`src/include/ddgc_params.svh`:
```
// Purpose: Offsets, field positions, masks and reset values of the disable/pin bank
// Assumes: APB byte addresses are four times the register index
// Notes:   Definitions only
`ifndef DDGC_PARAMS_SVH
`define DDGC_PARAMS_SVH

// ==========================================================
// Register indices and byte addresses
`define DDGC_IDX_MIRROR  12'h021
`define DDGC_IDX_DIS     12'h022
`define DDGC_IDX_PCFG    12'h023
`define DDGC_IDX_PDAT    12'h030
`define DDGC_ADDR_MIRROR (`DDGC_IDX_MIRROR << 2)
`define DDGC_ADDR_DIS    (`DDGC_IDX_DIS << 2)
`define DDGC_ADDR_PCFG   (`DDGC_IDX_PCFG << 2)
`define DDGC_ADDR_PDAT   (`DDGC_IDX_PDAT << 2)

// ==========================================================
// Field layout and implemented-bit masks
`define DDGC_MIRR_MASK   8'hcf
`define DDGC_DIS_MASK    8'hf9
`define DDGC_PCFG_MASK   8'h87
`define DDGC_DIS_WP_BIT  0
`define DDGC_DIS_FN_LO   3
`define DDGC_DIS_FN_HI   7
`define DDGC_GATE_LO     2
`define DDGC_GATE_HI     3
`define DDGC_GATE_LOCK   2'h1

// ==========================================================
// Reset values, taken on standby-power reset
`define DDGC_DIS_RST     8'h00
`define DDGC_PCFG_RST    8'h01

`endif

```
`src/include/ddgc_pkg.sv`:
```
// Purpose: Types shared by the disable/pin bank modules
// Assumes: Constants live in ddgc_params.svh
// Notes:   APB states are one-hot
`default_nettype none

package ddgc_pkg;

	typedef enum logic [1:0] {
		DDGC_ST_IDLE   = 2'b01,
		DDGC_ST_ACCESS = 2'b10
	} ddgc_apb_e;

	typedef struct packed {
		logic       od;
		logic [3:0] rsv;
		logic       alt;
		logic       pol;
		logic       dir_in;
	} ddgc_pcfg_s;

	typedef logic [4:0] ddgc_func_t;

endpackage : ddgc_pkg

`default_nettype wire

```
`src/include/ddgc_pin_if.sv`:
```
// Purpose: Carries pin configuration and pin value between bank and pin logic
// Assumes: One clock domain
// Notes:   in_val is the pad value after polarity
`timescale 1ns/100ps
`default_nettype none

interface ddgc_pin_if;
	import ddgc_pkg::*;

	ddgc_pcfg_s cfg;
	logic       out_val;
	logic       in_val;
	logic       btn;

	modport ctrl (output cfg, output out_val, input in_val, input btn);
	modport pin  (input cfg, input out_val, output in_val, output btn);

endinterface : ddgc_pin_if

`default_nettype wire

```
`src/hw/ddgc_top.sv`:
```
// Purpose: Peripheral-disable, serial FIFO mirror and pin one-zero config bank
// Assumes: APB slave at 25 MHz; activate bits and options come from the same clock
// Notes:   Zero-wait answer; read data is captured in the setup cycle
//
// Functional notes
// RULE1: Read-only mirror of serial two FIFO control
// RULE2: Clear disable bit leaves activate bit alone
// RULE3: Set disable bit forces function off
// RULE4: Disable register locked when gate cfg=01, pin high
// RULE5: Write-protect bit forces media write-protected
// RULE6: Protect output ORs four protect terms
// RULE7: Disable bits 2:1 read zero
// RULE8: Bit 3 disables floppy controller
// RULE9: Bit 4 disables MIDI serial interface
// RULE10: Bit 5 disables serial port two
// RULE11: Bit 6 disables serial port one
// RULE12: Bit 7 disables parallel port
// RULE13: Config bit 0 selects input direction
// RULE14: Config bit 1 inverts pin value
// RULE15: Config bit 2 routes pin to button
// RULE16: Config bit 7 selects open drain
//
// Implementation choice: the APB interface to the registers.
`timescale 1ns/100ps
`default_nettype none
`include "ddgc_params.svh"

module ddgc_top
	import ddgc_pkg::*;
(
	input  wire logic        clock_i,
	input  wire logic        rst_i,
	input  wire logic        psel_i,
	input  wire logic        penable_i,
	input  wire logic        pwrite_i,
	input  wire logic [11:0] paddr_i,
	input  wire logic [31:0] pwdata_i,
	output logic      [31:0] prdata_o,
	output logic             pready_o,
	output logic             pslverr_o,
	input  wire logic [7:0]  sp2_fifo_ctrl_i,
	input  wire logic [7:0]  gate_cfg_i,
	input  wire logic        gating_pin_four_three_i,
	input  wire logic [4:0]  func_activate_i,
	output logic      [4:0]  func_enable_o,
	input  wire logic        force_wp_i,
	input  wire logic        drive_select_zero_n_i,
	input  wire logic        drive_select_one_n_i,
	input  wire logic        write_protect_n_i,
	output logic             write_protect_n_o,
	input  wire logic        pin_one_zero_i,
	output logic             pin_one_zero_o,
	output logic             pin_one_zero_oe_o,
	output logic             game_port1_button1_o
);

	// ==========================================================
	// Declarations
	ddgc_pin_if pif ();

	logic [3:0]  meta_r;
	logic [3:0]  sync_r;
	logic [3:0]  meta_nxt;
	logic [3:0]  sync_nxt;

	ddgc_apb_e   st_r;
	ddgc_apb_e   st_nxt;
	logic [31:0] prdata_r;
	logic [31:0] prdata_nxt;
	logic        perr_r;
	logic        perr_nxt;
	logic [7:0]  dis_r;
	logic [7:0]  dis_nxt;
	ddgc_pcfg_s  pcfg_r;
	ddgc_pcfg_s  pcfg_nxt;
	logic        pdat_r;
	logic        pdat_nxt;

	ddgc_func_t  en_r;
	ddgc_func_t  en_nxt;
	logic        wpn_r;
	logic        wpn_nxt;

	logic [7:0]  rd_val;
	logic        hit;
	logic        lock;
	logic        wr_go;
	logic        ds0_sel;
	logic        ds1_sel;
	logic        wp_pin;

	// ==========================================================
	// Pin inputs pass two flip-flops before any logic sees them
	always_comb begin
		meta_nxt = {gating_pin_four_three_i, write_protect_n_i,
			drive_select_one_n_i, drive_select_zero_n_i};
		sync_nxt = meta_r;
	end

	always_ff @(posedge clock_i or posedge rst_i) begin
		if (rst_i) begin
			meta_r <= 4'hf;
			sync_r <= 4'hf;
		end else begin
			meta_r <= meta_nxt;
			sync_r <= sync_nxt;
		end
	end

	assign ds0_sel = !sync_r[0];
	assign ds1_sel = !sync_r[1];
	assign wp_pin  = !sync_r[2];

	// RULE4: lock follows gating config and pin level
	assign lock = (gate_cfg_i[`DDGC_GATE_HI:`DDGC_GATE_LO] == `DDGC_GATE_LOCK)
		&& sync_r[3];

	// ==========================================================
	// Read decode
	always_comb begin
		rd_val = 8'h00;
		hit    = 1'b1;
		case (paddr_i)
			// RULE1: mirror with reserved bits zero
			`DDGC_ADDR_MIRROR: begin
				rd_val = sp2_fifo_ctrl_i & `DDGC_MIRR_MASK;
			end
			// RULE7: reserved bits read zero
			`DDGC_ADDR_DIS: begin
				rd_val = dis_r & `DDGC_DIS_MASK;
			end
			`DDGC_ADDR_PCFG: begin
				rd_val = pcfg_r & `DDGC_PCFG_MASK;
			end
			`DDGC_ADDR_PDAT: begin
				rd_val = {7'h00, pif.in_val};
			end
			default: begin
				hit = 1'b0;
			end
		endcase
	end

	// ==========================================================
	// APB slave and registers
	assign wr_go = (st_r == DDGC_ST_ACCESS) && psel_i && penable_i && pwrite_i;

	always_comb begin
		st_nxt     = st_r;
		prdata_nxt = prdata_r;
		perr_nxt   = perr_r;
		dis_nxt    = dis_r;
		pcfg_nxt   = pcfg_r;
		pdat_nxt   = pdat_r;
		case (st_r)
			DDGC_ST_IDLE: begin
				if (psel_i && !penable_i) begin
					st_nxt     = DDGC_ST_ACCESS;
					prdata_nxt = pwrite_i ? 32'h0000_0000 : {24'h00_0000, rd_val};
					perr_nxt   = !hit;
				end
			end
			DDGC_ST_ACCESS: begin
				st_nxt = DDGC_ST_IDLE;
				if (wr_go) begin
					case (paddr_i)
						// RULE4: locked writes are dropped silently
						`DDGC_ADDR_DIS: begin
							if (!lock) begin
								dis_nxt = pwdata_i[7:0] & `DDGC_DIS_MASK;
							end
						end
						`DDGC_ADDR_PCFG: begin
							pcfg_nxt = ddgc_pcfg_s'(pwdata_i[7:0] & `DDGC_PCFG_MASK);
						end
						`DDGC_ADDR_PDAT: begin
							pdat_nxt = pwdata_i[0];
						end
						default: begin
						end
					endcase
				end
			end
			default: begin
				st_nxt = DDGC_ST_IDLE;
			end
		endcase
	end

	always_ff @(posedge clock_i or posedge rst_i) begin
		if (rst_i) begin
			st_r     <= DDGC_ST_IDLE;
			prdata_r <= 32'h0000_0000;
			perr_r   <= 1'b0;
			dis_r    <= `DDGC_DIS_RST;
			pcfg_r   <= ddgc_pcfg_s'(`DDGC_PCFG_RST);
			pdat_r   <= 1'b0;
		end else begin
			st_r     <= st_nxt;
			prdata_r <= prdata_nxt;
			perr_r   <= perr_nxt;
			dis_r    <= dis_nxt;
			pcfg_r   <= pcfg_nxt;
			pdat_r   <= pdat_nxt;
		end
	end

	assign pready_o  = (st_r == DDGC_ST_ACCESS);
	assign pslverr_o = (st_r == DDGC_ST_ACCESS) && perr_r;
	assign prdata_o  = prdata_r;

	// ==========================================================
	// Function enables and write-protect
	always_comb begin
		// RULE2: clear disable bit passes activate
		// RULE3: set disable bit forces off
		// RULE8: floppy controller on bit 3
		// RULE9: MIDI interface on bit 4
		// RULE10: serial two on bit 5
		// RULE11: serial one on bit 6
		// RULE12: parallel port on bit 7
		en_nxt = func_activate_i & ~dis_r[`DDGC_DIS_FN_HI:`DDGC_DIS_FN_LO];
		// RULE5: register bit forces protection
		// RULE6: OR of four protect terms
		wpn_nxt = !((ds0_sel && force_wp_i) || (ds1_sel && force_wp_i)
			|| wp_pin || dis_r[`DDGC_DIS_WP_BIT]);
	end

	always_ff @(posedge clock_i or posedge rst_i) begin
		if (rst_i) begin
			en_r  <= 5'h00;
			wpn_r <= 1'b1;
		end else begin
			en_r  <= en_nxt;
			wpn_r <= wpn_nxt;
		end
	end

	assign func_enable_o     = en_r;
	assign write_protect_n_o = wpn_r;

	// ==========================================================
	// Pin one-zero
	assign pif.cfg     = pcfg_r;
	assign pif.out_val = pdat_r;

	ddgc_pin u_pin (
		.clock_i  (clock_i),
		.rst_i    (rst_i),
		.pif      (pif.pin),
		.pad_i    (pin_one_zero_i),
		.pad_o    (pin_one_zero_o),
		.pad_oe_o (pin_one_zero_oe_o)
	);

	// RULE15: button fed from the pin logic
	assign game_port1_button1_o = pif.btn;
endmodule : ddgc_top

`default_nettype wire

```
`src/hw/ddgc_pin.sv`:
```
// Purpose: Pad logic of general purpose pin one-zero
// Assumes: Pad input is asynchronous to clock_i
// Notes:   Pad drive and enable are registered, one cycle behind the config
`timescale 1ns/100ps
`default_nettype none
`include "ddgc_params.svh"

module ddgc_pin
	import ddgc_pkg::*;
(
	input  wire logic   clock_i,
	input  wire logic   rst_i,
	ddgc_pin_if.pin     pif,
	input  wire logic   pad_i,
	output logic        pad_o,
	output logic        pad_oe_o
);

	logic meta_r;
	logic sync_r;
	logic meta_nxt;
	logic sync_nxt;
	logic drv;
	logic pad_nxt;
	logic oe_nxt;

	// ==========================================================
	// Pad input capture
	always_comb begin
		meta_nxt = pad_i;
		sync_nxt = meta_r;
	end

	always_ff @(posedge clock_i or posedge rst_i) begin
		if (rst_i) begin
			meta_r <= 1'b0;
			sync_r <= 1'b0;
		end else begin
			meta_r <= meta_nxt;
			sync_r <= sync_nxt;
		end
	end

	// RULE14: polarity between pad and register
	assign pif.in_val = sync_r ^ pif.cfg.pol;
	// RULE15: alternate use feeds the game button
	assign pif.btn    = pif.cfg.alt & pif.in_val;

	// ==========================================================
	// Pad drive
	always_comb begin
		drv = pif.out_val ^ pif.cfg.pol;
		// RULE13: input direction never drives
		oe_nxt = !pif.cfg.dir_in && !pif.cfg.alt;
		// RULE16: open drain only pulls low
		if (pif.cfg.od) begin
			oe_nxt  = oe_nxt && !drv;
			pad_nxt = 1'b0;
		end else begin
			pad_nxt = drv;
		end
	end

	always_ff @(posedge clock_i or posedge rst_i) begin
		if (rst_i) begin
			pad_o    <= 1'b0;
			pad_oe_o <= 1'b0;
		end else begin
			pad_o    <= pad_nxt;
			pad_oe_o <= oe_nxt;
		end
	end
endmodule : ddgc_pin

`default_nettype wire

```
`config.mk`:
```
export PLATFORM = sky130hd
export DESIGN_NAME = ddgc_top
export DESIGN_NICKNAME = d
export VERILOG_FILES = /design/src/include/ddgc_pkg.sv /design/src/include/ddgc_pin_if.sv /design/src/hw/ddgc_top.sv /design/src/hw/ddgc_pin.sv
export VERILOG_INCLUDE_DIRS = /design/src /design/src/include
export SDC_FILE = /design/constraint.sdc
export NUM_CORES = 1
export LEC_CHECK = 0
export BUFFER_PORTS_ARGS = -buffer_cell sky130_fd_sc_hd__buf_2
export CAP_MARGIN = 20
export CORE_MARGIN = 4
export CORE_UTILIZATION = 45
export CTS_BUF_LIST = sky130_fd_sc_hd__clkbuf_16
export DETAILED_ROUTE_END_ITERATION = 6
export GPL_TIMING_DRIVEN = 0
export HOLD_SLACK_MARGIN = 0.05
export PLACE_DENSITY = 0.86
export SLEW_MARGIN = 25
export SYNTH_ARGS = -nofsm -noshare
export SYNTH_HDL_FRONTEND = slang
export SYNTH_HIERARCHICAL = 1
export SYNTH_SLANG_ARGS = --single-unit
```
`constraint.sdc`:
```
create_clock -name clock_i -period 2.8 [get_ports clock_i]
set_input_delay 0.42 -clock clock_i [delete_from_list [all_inputs] [get_ports clock_i]]
set_output_delay 0.42 -clock clock_i [all_outputs]
set_load 0.1 [all_outputs]
```
==> results.yml <==
run_status:
  status: "complete, no violations"
hold_path:
  hold_class: "input port to flip-flop"
yosys:
  netlist-cell-type-count: 37
  synth_top_cell_area_share: 0.3975
  netlist_instances: 153
  synth_commonest_cells: "dfrtp_1, buf_4, nand2_1"
  yosysSeqAreaShare: 0.5559
  synth-seq-cells: 40
  netlist_top_cells_area: "dfrtp_1, dfstp_2, buf_4"
  yosysWarnings: 6
  async_reset_ff_frac: 1.000
  synth_enable_flop_cells: 0
  synthFlopType: "dfrtp_1"
  synth_top_area_cell: "dfrtp_1"
  syn-cell-area_sq_um: 1826
  avgSynthCellArea_sq_um: 11.93
  synth.most_common_cell: "dfrtp_1"
power_and_ir_drop:
  power_frac_seq: 0.422
  p_int_uw: 987.9
  power.leakage_nw: 1.278
  p_sw_frac: 0.3115
  power_frac_clock: 0.375
  ir_drop_mv: 0.3640
  p_per_area_nw_per_um2: 589.0
  combinationalPowerShare: 0.203
  switchingPower_uw: 446.9
clock_network:
  clock-sinks: 40
  cts_htree_levels: 2
  numCtsBuffers: 5
  tritoncts: "yes"
  cts-root-buf: "clkbuf_16"
  post-cts-setup-buffers: 0
  clkLatencyLatePin_ns: 0.28
  clk_path_buf_depth: 2
  clk_pin_slew_worst_paths_ns: 0.05
finish:
  drive_above_1_share: 0.5061
  design_area_sq_um: 2436
  area_delta_synth_final_pct: 33.45
  n_antenna_cell: 0
  final_nets: 322
critical_path:
  slowest_stage: "dfrtp_1"
  worstSetupEndpointType: "output pin"
  startpoint_type: "flip-flop"
  crit_path_max_fanout: 4
  crit_chain: "xor2_1 > and2_1 > buf_2"
  cp.required_ns: 2.38
  max_stage_delay_ns: 0.42
  crit_type: "flip-flop to output pin"
  critPathArrivalTime_ns: 1.47
placement:
  place_area_sq_um: 2285
  portBuffers: 62
  gp_congestion: 0.8296
  hpwl_mm: 3.038
die:
  num_rows: 22
  start_util: 0.4806
  ios: 119
  die_h_um: 71.69
  coreArea_sq_um: 3799
  die_w_um: 71.69
  dieArea_sq_um: 5139
route:
  drc_errors: 0
  drtPass1Iterations: 4
  vias_per_cell: 4.542
  detail-route-antenna-nets: 0
  drt-total-wl_mm: 3.801
  wl_per_cell_um: 12.88
  drt_iter0_markers: 49
  num_vias: 1340
global_routing:
  antenna_found_initial: 0
  grt_pass1_wl_mm: 6.147
  grt_overflow_total: 0
  grt_pass1_vias: 1346
  grt_usage: 0.1531
  grt_max_degree: 37
sta:
  timing.slew.headroom: 0.5058
  period_share: 0.6768
  setup-tns-final_ns: 0
  fmax_ghz: 0.5277
  rsz0062_at_grt: "false"
  worst_pin_slew_ns: 0.7402
  drv_slew: 0
  period_needed_ns: 1.895
  setup_viol: 0
  skew_ns: 0.004342
  hold_viol: 0
flow_run:
  maxCapViolCount: 0
==> critical path: cells and delay by family, from the launching register on <==
| kind | cells | cell delay [ns] |
|---|---|---|
| DFF | 1 | 0.42 |
| buffers and inverters | 1 | 0.41 |
| xor gates and xnor gates | 1 | 0.22 |
| and+or+nand+nor | 1 | 0.14 |
==> kinds of logic after synthesis <==
kind of cell | share of synthesized area
compound gates | 0.06100
buf+inv | 0.1179
mux | 0.08979
xor+xnor | 0.009597
simple gates | 0.1638
other cells | 0.002054
flops | 0.5559
==> worst paths after layout <==
check                                            from                       end  cells after the start  slack, ns
worst min-delay path             drive_select_one_n_i       meta_r[1]$_DFF_PP1_                      1       0.24
worst min register to register    meta_r[1]$_DFF_PP1_       sync_r[1]$_DFF_PP1_                      0       0.35
max in group asynchronous                       rst_i        pdat_r$_DFFE_PP0P_                      3       1.49
min in group asynchronous                       rst_i  u_pin/pad_oe_o$_DFF_PP0_                      3       0.58
worst max-delay path            pcfg_r[1]$_DFFE_PP0P_      game_port1_button1_o                      3       0.91
worst max register to register    st_r[1]$_DFFE_PP0P_      dis_r[7]$_DFFE_PP0P_                      4       0.99
==> registers in the layout, indices dropped and copies added (netlist names), 2 cells and up <==
| register | cells |
|---|---|
| st_r | 2 |
| sync_r | 4 |
| prdata_o | 8 |
| dis_r | 6 |
| func_enable_o | 5 |
| meta_r | 4 |
| pcfg_r | 4 |
==> stage by stage <==
stage	worst slack [ns]	total power, mW	std cells	hold WS (ns)	util
floorplan	0.3193	0.8539	176	0.1861	-
global placement	0.7505	0.9000	286	0.3088	0.6014
detailed placement	0.7181	0.9047	286	0.3229	0.6014
CTS	0.8804	1.446	295	0.2355	0.6413
global route	0.8405	1.483	295	0.2333	0.6413
finish	0.9051	1.435	295	0.2402	0.6413
==> final cells by class <==
cell class | instances | area (sq um)
clock inverter | 3 | 16.27
sequential | 40 | 1015
multi-input combinational | 103 | 684.4
clock buffer | 5 | 125.1
inverter | 7 | 26.28
tap | 48 | 60.06
fill | 325 | 1363
buffer | 26 | 188.9
timing repair buffer | 63 | 320.3
==> metal layers <==
layer / up-vias / routed length, um / global-route usage
li1: 657 / - / -
met3: 2 / 311 / 0.04208
met2: 50 / 2044 / 0.2776
met4: 0 / 16 / 0.04384
met5: - / 0 / 0
met1: 631 / 1429 / 0.1750
==> placed cells by master (no fill, tap or decap), types with 2 or more instances in the layout <==
cell type,count
a31oi_1,2
a21oi_1,2
o21ai_1,2
mux2i_1,4
nand4_1,3
inv_1,7
o31ai_1,2
mux2_2,11
buf_4,24
nor4_4,3
a22oi_1,2
dfrtp_1,29
conb_1,24
and2_1,2
buf_2,63
or3_1,2
dfstp_2,11
nor2_1,6
nand2_1,12
o21ai_0,5
clkbuf_16,5
nor2b_1,5
==> power by group through the flow <==
stage | sequential (mW) | combinational (mW) | clock, mW
after floorplan | 0.649 | 0.205 | 0
after global placement | 0.615 | 0.285 | 0
after detailed placement | 0.616 | 0.289 | 0
after CTS | 0.606 | 0.291 | 0.550
after global routing | 0.607 | 0.305 | 0.571
final | 0.606 | 0.291 | 0.538
==> timing repair <==
item / in CTS / in global routing
gates resized for setup: 0 / 0
hold buffers: 1 / 0
setup endpoints to repair: 0 / 0
hold endpoints to repair: 4 / 0
No activity file was read; power rests on OpenSTA's default activity.
